### config.mk
export PLATFORM = sky130hd
export DESIGN_NAME = fcd_dma
export DESIGN_NICKNAME = d
export VERILOG_FILES = /design/src/fcd_dma.v
export VERILOG_INCLUDE_DIRS = /design/src /design/src/src
export SDC_FILE = /design/constraint.sdc
export NUM_CORES = 2
export LEC_CHECK = 0
export BUFFER_PORTS_ARGS = -buffer_cell sky130_fd_sc_hd__buf_4
export CAP_MARGIN = 20
export CELL_PAD_IN_SITES_DETAIL_PLACEMENT = 1
export CELL_PAD_IN_SITES_GLOBAL_PLACEMENT = 2
export CORE_ASPECT_RATIO = 0.8
export CORE_UTILIZATION = 41
export DETAILED_ROUTE_END_ITERATION = 8
export PLACE_DENSITY_LB_ADDON = 0.1
export SKIP_CTS_REPAIR_TIMING = 1
export SYNTH_ARGS = -nofsm -noshare
export SYNTH_HDL_FRONTEND = slang
export SYNTH_SLANG_ARGS = --single-unit
### constraint.sdc
create_clock -name clk_in -period 34.9 [get_ports clk_in]
set_input_delay 6.98 -clock clk_in [delete_from_list [all_inputs] [get_ports clk_in]]
set_output_delay 6.98 -clock clk_in [all_outputs]
set_load 0.005 [all_outputs]
### src/fcd_dma_map.vh
`ifndef FCD_DMA_MAP_VH
`define FCD_DMA_MAP_VH
// register index inside a 32-byte group, byte address = group*32 + index*4
`define FCD_CTL          3'h0
`define FCD_INTF         3'h1
`define FCD_STAT         3'h2
`define FCD_TEMP         3'h3
`define FCD_CH_CTRL      3'h0
`define FCD_CH_ADDRC     3'h1
`define FCD_CH_TRIG      3'h2
`define FCD_CH_CNT       3'h3
`define FCD_CH_REP       3'h4
`define FCD_CH_SRC       3'h5
`define FCD_CH_DST       3'h6
// control bit positions
`define FCD_EN_BIT       7
`define FCD_RST_BIT      6
`define FCD_REP_BIT      5
`define FCD_TRQ_BIT      4
`define FCD_SGL_BIT      2
// address step and reload codes
`define FCD_DIR_INC      2'h1
`define FCD_DIR_DEC      2'h2
`define FCD_RL_BURST     2'h1
`define FCD_RL_BLOCK     2'h2
`define FCD_RL_TRANS     2'h3
// memory-mapped eeprom window
`define FCD_EE_LO        24'h001000
`define FCD_EE_HI        24'h001FFF
// reset values and bus answers
`define FCD_RST_8        8'h00
`define FCD_RST_16       16'h0000
`define FCD_RST_24       24'h000000
`define FCD_RESP_OK      2'h0
`define FCD_RESP_ERR     2'h2
`endif

### src/fcd_dma.v
// What this block does
// - four channels, each with own trigger and addressing, run concurrently.
// - bursts of 1, 2, 4 or 8 bytes hold the bus once started.
// - block length from count register, 1 byte up to 64KB.
// - repeat count 1..255 blocks per transaction, zero means unlimited.
// - processor bus request wins between bursts; pending bursts wait.
// - channel moves data only after software, peripheral or event request.
// - selecting an absent trigger source has no effect.
// - trigger starts a block; channel disables itself at the end.
// - single-shot mode moves one burst per trigger.
// - with repeat on and single-shot off, next block starts at once without a trigger.
// - one request during a transfer is held pending; later ones dropped.
// - source and destination static, incrementing or decrementing after each access.
// - originals kept; reload after burst, block, transaction or never.
// - fixed priority for chosen channels, round robin with last served lowest.
// - paired channels 0/1 and 2/3 hand over on completion, pairs enabled separately.
// - four-byte buffer; two source bytes read before destination writes, one when only one byte of the burst remains.
// - per-channel error on eeprom write, eeprom read asleep, or disable mid-transfer.
// - controller soft reset clears everything, only while controller disabled.
// - channel soft reset clears that channel, only while channel disabled.
// - while busy only control, flags, temp, trigger, enable and repeat bits change.
// - busy set at transaction start, cleared on disable, complete or error.
// - error and complete flags cleared by writing one.
`timescale 1ns/1ps
`default_nettype none
`include "fcd_dma_map.vh"
module fcd_dma #(
	parameter [15:0] TRIG_PRESENT = 16'hFFFE
) (
	// clock and reset
	input  wire        clk_in,
	input  wire        reset_in,
	// axi4-lite slave
	input  wire [7:0]  s_axi_awaddr,
	input  wire        s_axi_awvalid,
	output wire        s_axi_awready,
	input  wire [31:0] s_axi_wdata,
	input  wire [3:0]  s_axi_wstrb,
	input  wire        s_axi_wvalid,
	output wire        s_axi_wready,
	output wire [1:0]  s_axi_bresp,
	output wire        s_axi_bvalid,
	input  wire        s_axi_bready,
	input  wire [7:0]  s_axi_araddr,
	input  wire        s_axi_arvalid,
	output wire        s_axi_arready,
	output wire [31:0] s_axi_rdata,
	output wire [1:0]  s_axi_rresp,
	output wire        s_axi_rvalid,
	input  wire        s_axi_rready,
	// shared data bus
	input  wire        cpu_bus_req_in,
	output reg         bus_own_out,
	output reg         mem_en_out,
	output reg         mem_we_out,
	output reg  [23:0] mem_addr_out,
	output reg  [7:0]  mem_wdata_out,
	input  wire [7:0]  mem_rdata_in,
	// triggers and eeprom state
	input  wire [15:0] trig_in,
	input  wire        eeprom_sleep_in
);
	localparam S_IDLE = 2'd0;
	localparam S_RD   = 2'd1;
	localparam S_RDC  = 2'd2;
	localparam S_WR   = 2'd3;

	reg        awready_reg, arready_reg, bvalid_reg, rvalid_reg;
	reg [1:0]  bresp_reg, rresp_reg;
	reg [31:0] rdata_reg;
	reg [7:0]  ctl_reg, intf_reg;
	reg [15:0] temp_reg;
	reg [7:0]  chctrl_reg [0:3];
	reg [7:0]  addrc_reg  [0:3];
	reg [7:0]  trig_reg   [0:3];
	reg [15:0] cnt_reg    [0:3];
	reg [7:0]  rep_reg    [0:3];
	reg [23:0] src_reg    [0:3];
	reg [23:0] dst_reg    [0:3];
	reg [23:0] cur_src_reg [0:3];
	reg [23:0] cur_dst_reg [0:3];
	reg [16:0] blk_rem_reg [0:3];
	reg [7:0]  rep_rem_reg [0:3];
	reg [3:0]  busy_reg, pend_reg, act_reg;
	reg [15:0] trig_prev_reg;
	reg [1:0]  state_reg, sel_reg, last_reg, nstage_reg, widx_reg;
	reg [3:0]  bleft_reg;
	reg [7:0]  buf_reg [0:3];

	reg [31:0] rd_val, wr_old, mv;
	reg        rd_ok, wr_ok, mok;
	reg [3:0]  hw_trig;
	reg [7:0]  a;
	integer    i, j, t;

	wire        do_wr  = awready_reg;
	wire [31:0] wv     = fcd_merge(wr_old, s_axi_wdata, s_axi_wstrb);
	wire [2:0]  wgrp   = s_axi_awaddr[7:5];
	wire [2:0]  widx   = s_axi_awaddr[4:2];
	wire [1:0]  wch    = wgrp[1:0] - 2'd1;
	wire        wr_go  = s_axi_awvalid && s_axi_wvalid && !awready_reg && !bvalid_reg;
	wire [2:0]  pick   = fcd_pick(act_reg, ctl_reg[1:0], last_reg);
	wire [1:0]  s      = sel_reg;
	wire        run_ok = ctl_reg[`FCD_EN_BIT] && chctrl_reg[s][`FCD_EN_BIT];
	wire [16:0] bsize  = {13'h0000, 4'h1 << chctrl_reg[pick[1:0]][1:0]};
	wire [16:0] bfirst = (blk_rem_reg[pick[1:0]] < bsize) ? blk_rem_reg[pick[1:0]] : bsize;
	wire        blast  = (blk_rem_reg[s] == 17'h00001);
	wire        more   = chctrl_reg[s][`FCD_REP_BIT] && ((rep_reg[s] == 8'h00) || (rep_rem_reg[s] > 8'h01));
	wire        tr_end = blast && !more;
	wire [7:0]  ac     = addrc_reg[s];

	assign s_axi_awready = awready_reg;
	assign s_axi_wready  = awready_reg;
	assign s_axi_bvalid  = bvalid_reg;
	assign s_axi_bresp   = bresp_reg;
	assign s_axi_arready = arready_reg;
	assign s_axi_rvalid  = rvalid_reg;
	assign s_axi_rdata   = rdata_reg;
	assign s_axi_rresp   = rresp_reg;

	function [31:0] fcd_merge;
		input [31:0] old;
		input [31:0] nw;
		input [3:0]  strb;
		integer k;
		begin
			for (k = 0; k < 4; k = k + 1)
				fcd_merge[8*k +: 8] = strb[k] ? nw[8*k +: 8] : old[8*k +: 8];
		end
	endfunction

	// fixed channels first, then round robin from the one after the last served
	function [2:0] fcd_pick;
		input [3:0] req;
		input [1:0] pri;
		input [1:0] last;
		integer k;
		reg [2:0] nfix;
		reg [1:0] c;
		begin
			fcd_pick = 3'h0;
			nfix = (pri == 2'h3) ? 3'h4 : {1'b0, pri};
			c = 2'h0;
			for (k = 3; k >= 0; k = k - 1)
				if (k < nfix && req[k])
					fcd_pick = {1'b1, k[1:0]};
			if (!fcd_pick[2])
				for (k = 4; k >= 1; k = k - 1) begin
					c = last + k[1:0];
					if ({1'b0, c} >= nfix && req[c])
						fcd_pick = {1'b1, c};
				end
		end
	endfunction

	function [23:0] fcd_step;
		input [23:0] ad;
		input [1:0]  dir;
		begin
			if (dir == `FCD_DIR_INC)
				fcd_step = ad + 24'h000001;
			else if (dir == `FCD_DIR_DEC)
				fcd_step = ad - 24'h000001;
			else
				fcd_step = ad;
		end
	endfunction

	function [16:0] fcd_blk;
		input [15:0] c;
		begin
			fcd_blk = (c == 16'h0000) ? 17'h10000 : {1'b0, c};
		end
	endfunction

	function fcd_ee;
		input [23:0] ad;
		begin
			fcd_ee = (ad >= `FCD_EE_LO) && (ad <= `FCD_EE_HI);
		end
	endfunction

	// readback of the read address and of the write address, for byte-lane merging
	always @* begin
		rd_val = 32'h00000000;
		wr_old = 32'h00000000;
		rd_ok  = 1'b0;
		wr_ok  = 1'b0;
		for (j = 0; j < 2; j = j + 1) begin
			a   = (j == 0) ? s_axi_araddr : s_axi_awaddr;
			mv  = 32'h00000000;
			mok = 1'b1;
			if (a[1:0] != 2'h0 || a[7:5] > 3'h4)
				mok = 1'b0;
			else if (a[7:5] == 3'h0) begin
				case (a[4:2])
					`FCD_CTL:  mv = {24'h000000, ctl_reg};
					`FCD_INTF: mv = {24'h000000, intf_reg};
					`FCD_STAT: mv = {24'h000000, busy_reg, pend_reg};
					`FCD_TEMP: mv = {16'h0000, temp_reg};
					default:   mok = 1'b0;
				endcase
			end else begin
				case (a[4:2])
					`FCD_CH_CTRL:  mv = {24'h000000, chctrl_reg[a[6:5] - 2'd1]};
					`FCD_CH_ADDRC: mv = {24'h000000, addrc_reg[a[6:5] - 2'd1]};
					`FCD_CH_TRIG:  mv = {24'h000000, trig_reg[a[6:5] - 2'd1]};
					`FCD_CH_CNT:   mv = {16'h0000, cnt_reg[a[6:5] - 2'd1]};
					`FCD_CH_REP:   mv = {24'h000000, rep_reg[a[6:5] - 2'd1]};
					`FCD_CH_SRC:   mv = {8'h00, cur_src_reg[a[6:5] - 2'd1]};
					`FCD_CH_DST:   mv = {8'h00, cur_dst_reg[a[6:5] - 2'd1]};
					default:       mok = 1'b0;
				endcase
			end
			if (j == 0) begin
				rd_val = mv;
				rd_ok  = mok;
			end else begin
				wr_old = mv;
				wr_ok  = mok;
			end
		end
	end

	// absent trigger modules never fire; own loop variable keeps one driver per variable
	always @* begin
		for (t = 0; t < 4; t = t + 1)
			hw_trig[t] = (trig_reg[t][7:4] == 4'h0) && TRIG_PRESENT[trig_reg[t][3:0]]
				&& trig_in[trig_reg[t][3:0]] && !trig_prev_reg[trig_reg[t][3:0]];
	end

	task ch_clear;
		input integer n;
		begin
			chctrl_reg[n]  <= `FCD_RST_8;
			addrc_reg[n]   <= `FCD_RST_8;
			trig_reg[n]    <= `FCD_RST_8;
			cnt_reg[n]     <= `FCD_RST_16;
			rep_reg[n]     <= `FCD_RST_8;
			src_reg[n]     <= `FCD_RST_24;
			dst_reg[n]     <= `FCD_RST_24;
			cur_src_reg[n] <= `FCD_RST_24;
			cur_dst_reg[n] <= `FCD_RST_24;
			blk_rem_reg[n] <= 17'h10000;
			rep_rem_reg[n] <= `FCD_RST_8;
			busy_reg[n]    <= 1'b0;
			pend_reg[n]    <= 1'b0;
			act_reg[n]     <= 1'b0;
		end
	endtask

	task ch_stop;
		input integer n;
		begin
			chctrl_reg[n][`FCD_EN_BIT] <= 1'b0;
			busy_reg[n] <= 1'b0;
			act_reg[n]  <= 1'b0;
			pend_reg[n] <= 1'b0;
		end
	endtask

	always @(posedge clk_in or posedge reset_in) begin
		if (reset_in) begin
			awready_reg   <= 1'b0;
			arready_reg   <= 1'b0;
			bvalid_reg    <= 1'b0;
			rvalid_reg    <= 1'b0;
			bresp_reg     <= `FCD_RESP_OK;
			rresp_reg     <= `FCD_RESP_OK;
			rdata_reg     <= 32'h00000000;
			ctl_reg       <= `FCD_RST_8;
			intf_reg      <= `FCD_RST_8;
			temp_reg      <= `FCD_RST_16;
			trig_prev_reg <= `FCD_RST_16;
			state_reg     <= S_IDLE;
			sel_reg       <= 2'h0;
			last_reg      <= 2'h3;
			nstage_reg    <= 2'h0;
			widx_reg      <= 2'h0;
			bleft_reg     <= 4'h0;
			bus_own_out   <= 1'b0;
			mem_en_out    <= 1'b0;
			mem_we_out    <= 1'b0;
			mem_addr_out  <= `FCD_RST_24;
			mem_wdata_out <= `FCD_RST_8;
			for (i = 0; i < 4; i = i + 1) begin
				ch_clear(i);
				buf_reg[i] <= `FCD_RST_8;
			end
		end else begin
			trig_prev_reg <= trig_in;
			// axi handshakes: one write and one read at a time
			awready_reg <= wr_go;
			arready_reg <= s_axi_arvalid && !arready_reg && !rvalid_reg;
			if (do_wr) begin
				bvalid_reg <= 1'b1;
				bresp_reg  <= wr_ok ? `FCD_RESP_OK : `FCD_RESP_ERR;
			end else if (s_axi_bready)
				bvalid_reg <= 1'b0;
			if (arready_reg) begin
				rvalid_reg <= 1'b1;
				rdata_reg  <= rd_ok ? rd_val : 32'h00000000;
				rresp_reg  <= rd_ok ? `FCD_RESP_OK : `FCD_RESP_ERR;
			end else if (s_axi_rready)
				rvalid_reg <= 1'b0;

			// software writes
			if (do_wr && wr_ok && wgrp == 3'h0) begin
				case (widx)
					`FCD_CTL: begin
						ctl_reg <= {wv[7], 3'h0, wv[3:0]};
						if (ctl_reg[`FCD_EN_BIT] && !wv[`FCD_EN_BIT])
							for (i = 0; i < 4; i = i + 1)
								if (busy_reg[i]) begin
									intf_reg[i + 4] <= 1'b1;
									ch_stop(i);
								end
						if (!ctl_reg[`FCD_EN_BIT] && wv[`FCD_RST_BIT]) begin
							ctl_reg  <= `FCD_RST_8;
							intf_reg <= `FCD_RST_8;
							temp_reg <= `FCD_RST_16;
							for (i = 0; i < 4; i = i + 1)
								ch_clear(i);
						end
					end
					`FCD_INTF: intf_reg <= intf_reg & ~wv[7:0];
					`FCD_TEMP: temp_reg <= wv[15:0];
					default: ;
				endcase
			end else if (do_wr && wr_ok) begin
				// busy channels accept only enable, request, repeat and trigger
				case (widx)
					`FCD_CH_CTRL: begin
						chctrl_reg[wch] <= busy_reg[wch] ? {wv[7], 1'b0, wv[5], 2'h0, chctrl_reg[wch][2:0]}
							: {wv[7], 1'b0, wv[5], 2'h0, wv[2:0]};
						if (!chctrl_reg[wch][`FCD_EN_BIT] && wv[`FCD_EN_BIT]) begin
							blk_rem_reg[wch] <= fcd_blk(cnt_reg[wch]);
							rep_rem_reg[wch] <= rep_reg[wch];
							cur_src_reg[wch] <= src_reg[wch];
							cur_dst_reg[wch] <= dst_reg[wch];
						end
						if (chctrl_reg[wch][`FCD_EN_BIT] && !wv[`FCD_EN_BIT]) begin
							ch_stop(wch);
							if (busy_reg[wch])
								intf_reg[wch + 4] <= 1'b1;
						end
						if (wv[`FCD_EN_BIT] && wv[`FCD_TRQ_BIT]) begin
							if (!act_reg[wch]) begin
								act_reg[wch]  <= 1'b1;
								busy_reg[wch] <= 1'b1;
							end else
								pend_reg[wch] <= 1'b1;
						end
						if (!chctrl_reg[wch][`FCD_EN_BIT] && wv[`FCD_RST_BIT])
							ch_clear(wch);
					end
					`FCD_CH_TRIG: trig_reg[wch] <= wv[7:0];
					default: if (!busy_reg[wch]) begin
						case (widx)
							`FCD_CH_ADDRC: addrc_reg[wch] <= wv[7:0];
							`FCD_CH_CNT: begin
								cnt_reg[wch]     <= wv[15:0];
								blk_rem_reg[wch] <= fcd_blk(wv[15:0]);
							end
							`FCD_CH_REP: begin
								rep_reg[wch]     <= wv[7:0];
								rep_rem_reg[wch] <= wv[7:0];
							end
							`FCD_CH_SRC: begin
								src_reg[wch]     <= wv[23:0];
								cur_src_reg[wch] <= wv[23:0];
							end
							`FCD_CH_DST: begin
								dst_reg[wch]     <= wv[23:0];
								cur_dst_reg[wch] <= wv[23:0];
							end
							default: ;
						endcase
					end
				endcase
			end

			// hardware requests; a second one while pending is dropped
			for (i = 0; i < 4; i = i + 1)
				if (hw_trig[i] && chctrl_reg[i][`FCD_EN_BIT]) begin
					if (!act_reg[i]) begin
						act_reg[i]  <= 1'b1;
						busy_reg[i] <= 1'b1;
					end else
						pend_reg[i] <= 1'b1;
				end

			// engine: one burst at a time on the shared bus
			case (state_reg)
				S_IDLE: begin
					mem_en_out  <= 1'b0;
					bus_own_out <= 1'b0;
					if (ctl_reg[`FCD_EN_BIT] && !cpu_bus_req_in && pick[2]) begin
						sel_reg     <= pick[1:0];
						last_reg    <= pick[1:0];
						bleft_reg   <= bfirst[3:0];
						nstage_reg  <= 2'h0;
						bus_own_out <= 1'b1;
						state_reg   <= S_RD;
					end
				end
				S_RD: begin
					if (!run_ok) begin
						state_reg  <= S_IDLE;
						mem_en_out <= 1'b0;
					end else if (fcd_ee(cur_src_reg[s]) && eeprom_sleep_in) begin
						intf_reg[s + 4] <= 1'b1;
						ch_stop(s);
						state_reg  <= S_IDLE;
						mem_en_out <= 1'b0;
					end else begin
						mem_en_out     <= 1'b1;
						mem_we_out     <= 1'b0;
						mem_addr_out   <= cur_src_reg[s];
						cur_src_reg[s] <= fcd_step(cur_src_reg[s], ac[5:4]);
						state_reg      <= S_RDC;
					end
				end
				S_RDC: begin
					mem_en_out          <= 1'b0;
					buf_reg[nstage_reg] <= mem_rdata_in;
					nstage_reg          <= nstage_reg + 2'h1;
					bleft_reg           <= bleft_reg - 4'h1;
					widx_reg            <= 2'h0;
					// at most two bytes staged before writing bounds bus hold per source timing
					state_reg <= (nstage_reg == 2'h1 || bleft_reg == 4'h1) ? S_WR : S_RD;
				end
				default: begin
					if (!run_ok) begin
						state_reg  <= S_IDLE;
						mem_en_out <= 1'b0;
					end else if (fcd_ee(cur_dst_reg[s])) begin
						intf_reg[s + 4] <= 1'b1;
						ch_stop(s);
						state_reg  <= S_IDLE;
						mem_en_out <= 1'b0;
					end else begin
						mem_en_out     <= 1'b1;
						mem_we_out     <= 1'b1;
						mem_addr_out   <= cur_dst_reg[s];
						mem_wdata_out  <= buf_reg[widx_reg];
						cur_dst_reg[s] <= fcd_step(cur_dst_reg[s], ac[1:0]);
						blk_rem_reg[s] <= blk_rem_reg[s] - 17'h00001;
						widx_reg       <= widx_reg + 2'h1;
						if (widx_reg + 2'h1 != nstage_reg)
							state_reg <= S_WR;
						else if (bleft_reg != 4'h0) begin
							nstage_reg <= 2'h0;
							state_reg  <= S_RD;
						end else begin
							nstage_reg <= 2'h0;
							state_reg  <= S_IDLE;
							if (ac[7:6] == `FCD_RL_BURST || (blast && ac[7:6] == `FCD_RL_BLOCK)
								|| (tr_end && ac[7:6] == `FCD_RL_TRANS))
								cur_src_reg[s] <= src_reg[s];
							if (ac[3:2] == `FCD_RL_BURST || (blast && ac[3:2] == `FCD_RL_BLOCK)
								|| (tr_end && ac[3:2] == `FCD_RL_TRANS))
								cur_dst_reg[s] <= dst_reg[s];
							if (tr_end) begin
								ch_stop(s);
								intf_reg[s] <= 1'b1;
								if (ctl_reg[2 + s[1]])
									chctrl_reg[s ^ 2'h1][`FCD_EN_BIT] <= 1'b1;
							end else if (blast) begin
								blk_rem_reg[s] <= fcd_blk(cnt_reg[s]);
								if (rep_reg[s] != 8'h00)
									rep_rem_reg[s] <= rep_rem_reg[s] - 8'h01;
								else
									intf_reg[s] <= 1'b1;
								if (chctrl_reg[s][`FCD_SGL_BIT]) begin
									act_reg[s]  <= pend_reg[s] | hw_trig[s];
									pend_reg[s] <= 1'b0;
								end
							end else if (chctrl_reg[s][`FCD_SGL_BIT]) begin
								act_reg[s]  <= pend_reg[s] | hw_trig[s];
								pend_reg[s] <= 1'b0;
							end
						end
					end
				end
			endcase
		end
	end
endmodule // fcd_dma
`default_nettype wire

==> qor.yml <==
status:
  status: "complete, no violations"
synthesis:
  async_flop_share: 1.00
  synthMuxAreaShare: 0.193
  synthFlopType: "dfrtp_1"
  yosys.area_share.simple: 0.139
  synth_xor_area_frac: 0.0103
  synth_area_per_cell_um2: 9.48
  yosysSeqAreaShare: 0.359
  synth_compound_area_frac: 0.249
  postSynthCellCount: 6195
  ys.warnings.count: 0
  synth_edf_count: 0
  ys_ff_latch: 843
  yosysUniqueCellTypes: 95
  synthAdderAreaFrac: 0.00575
  synth_top_family_by_area: "compound AO/OA/AOI/OAI gates"
  synth_area_um2: 58700
final_layout:
  drive_gt1_frac: 0.190
  multi_input_area_um2: 35600
  seqCellArea_um2: 21100
  final_common_cell: "nand2_1"
  fin_cells: 8166
  final_cell_mix: "nand2_1 (921), dfrtp_1 (835), o21ai_0 (617)"
  syn2layout_area_growth_pct: 12.6
  nNetsFinal: 6279
  fillCellCount: 15722
  fin_area_um2: 66100
timing:
  slew_headroom: 0.128
  fin_skew_ns: 0.0427
  rsz0062_at_grt: "false"
  setup_viol: 0
  finalCritPeriodShare: 0.395
  whs_ns: 0.469
  finalHoldViolations: 0
  fmax_mhz: 72.4
  worstMarginPinSlew_ns: 1.31
  post-route-min-period_ns: 13.80
  layout_setup_ws_ns: 21.10
  tns_ns: 0
  slew_viol_final: 0
power:
  max-vdd-ir-drop_uv: 37.9
  power_leakage_uw: 0.0258
  pwr_density_cell_nw_per_um2: 50.1
clock_network:
  cts_tree: "yes"
  root_buffer: "clkbuf_16"
  clock_latency_ns: 0.80
  cts_inserted_buffers: 102
  cts.sinks: 843
  clk_path_buf_depth: 3
  htreeDepth: 3
  clkTransAtPathRegs_ns: 0.07
critical_path:
  worst-path-max-fanout: 81
  worst_setup_path_end_kind: "flop"
  crit_arrival_ns: 14.47
  critical_path_class: "input port to flop"
  crit_required_ns: 35.57
  crit_path_start_kind: "input port"
worst_hold_path:
  hold_path_class: "flop to flop"
detailed_routing:
  vias_per_cell: 7.86
  totalWireLength_um: 387000
  dr.pass1.iters: 8
  drtAntennaViolNets: 0
  drt-initial-drc-count: 11163
  drc_errors: 0
  dr_total_vias: 64216
  wl_per_cell_um: 47.3
floorplanning:
  core-area_um2: 141000
  pin_count: 161
  die_area_um2: 145000
  fp-row-count: 123
  die-height_um: 341
  dieWidth_um: 425
  initial_core_util: 0.415
job:
  maxCapViolCount: 0
placed_design:
  port_buffers: 140
  hpwl_um: 271000
  place_area_um2: 62400
  dp_slack_ns: 20.84
  dp_cells: 7926
  place.gp.congestion: 1.06
global_route:
  grt_pass1_wl_um: 523000
  grt_max_degree: 131
  track_usage: 0.524
  antenna_found_initial: 64
  grt_pass1_vias: 60392
  grt.overflow.total: 0
cells in the mapped netlist (41+ instances only):
master	instances	area, µm²
mux2_2	67	754
nor4_1	52	325
buf_1	43	161
o211ai_1	66	495
inv_1	76	285
nor2b_1	43	269
mux4_2	407	9170
o21ai_0	624	3120
a22oi_1	205	1540
a21oi_1	358	1790
o22ai_1	107	669
nor2_1	302	1130
and3_1	66	413
a221oi_1	90	788
o31ai_1	45	338
mux2i_1	140	1400
buf_2	66	330
dfrtp_1	837	20900
a31oi_1	97	607
a211oi_1	41	308
and2_1	57	357
a221o_1	47	470
clkbuf_1	413	1550
nand3_1	144	721
nand2_1	926	3480
nor3_1	72	360
a22o_1	105	920
report_power, final:
part           switching, µW  internal (µW)
Combinational            705            314
Sequential              92.4           1030
Clock                    505            664
final cells by class:
cell class | instances | area share
Antenna cell | 39 | 0.00148
Clock buffer | 145 | 0.0447
Clock inverter | 44 | 0.00821
Inverter | 81 | 0.00471
Multi-Input combinational cell | 4728 | 0.538
Sequential cell | 843 | 0.319
Tap cell | 1875 | 0.0355
Timing Repair Buffer | 411 | 0.0483
critical path, cell delays in order:
cell	delay, ns
buf_8	0.34
inv_1	0.29
ha_4	0.56
buf_4	0.50
buf_4	0.65
buf_12	0.50
mux4_2	0.44
mux2i_1	0.10
o21ai_0	0.51
o211ai_1	0.15
buf_4	0.22
a41oi_1	0.94
nand2_1	1.02
a221oi_1	0.59
a21oi_1	0.07
a221o_1	0.33
cells by family (layout without fill, tap and decap cells):
logic type,Yosys count,in the layout
xor gates and xnor gates,69,69
buffers and inverters,633,681
AOI/OAI and AO/OA,2199,2199
muxes,614,614
DFF,843,843
and+or+nand+nor,1809,1809
other,1,49
adders and majority gates,27,27
worst paths after layout:
kind,start,to,slack (ns),cells after the start
min in group asynchronous,reset_in,cnt_reg[23],6.31,2
worst min-delay path,s_axi_rvalid,s_axi_arready,0.47,1
worst max-delay path,s_axi_awaddr[5],cur_src_reg[68],21.10,16
worst max register to register,s[0],cur_dst_reg[80],27.91,12
max in group asynchronous,reset_in,buf_reg[8],24.70,6
worst min register to register,s_axi_rvalid,s_axi_arready,0.47,1
routing by layer:
metal,share of wire,track usage
met5,0.0021,0.0170
met4,0.071,0.296
met1,0.37,0.671
met3,0.17,0.304
met2,0.38,0.677
through the flow:
| stage | total power, µW | util |
|---|---|---|
| 5_1_grt | 3350 | 0.467 |
| 3_5_place_dp | 2080 | 0.441 |
| 2_1_floorplan | 1650 | - |
| 4_1_cts | 3240 | 0.466 |
| 6_report | 3320 | 0.468 |
| 3_3_place_gp | 2070 | 0.441 |
No activity file was read; power rests on OpenSTA's default activity.
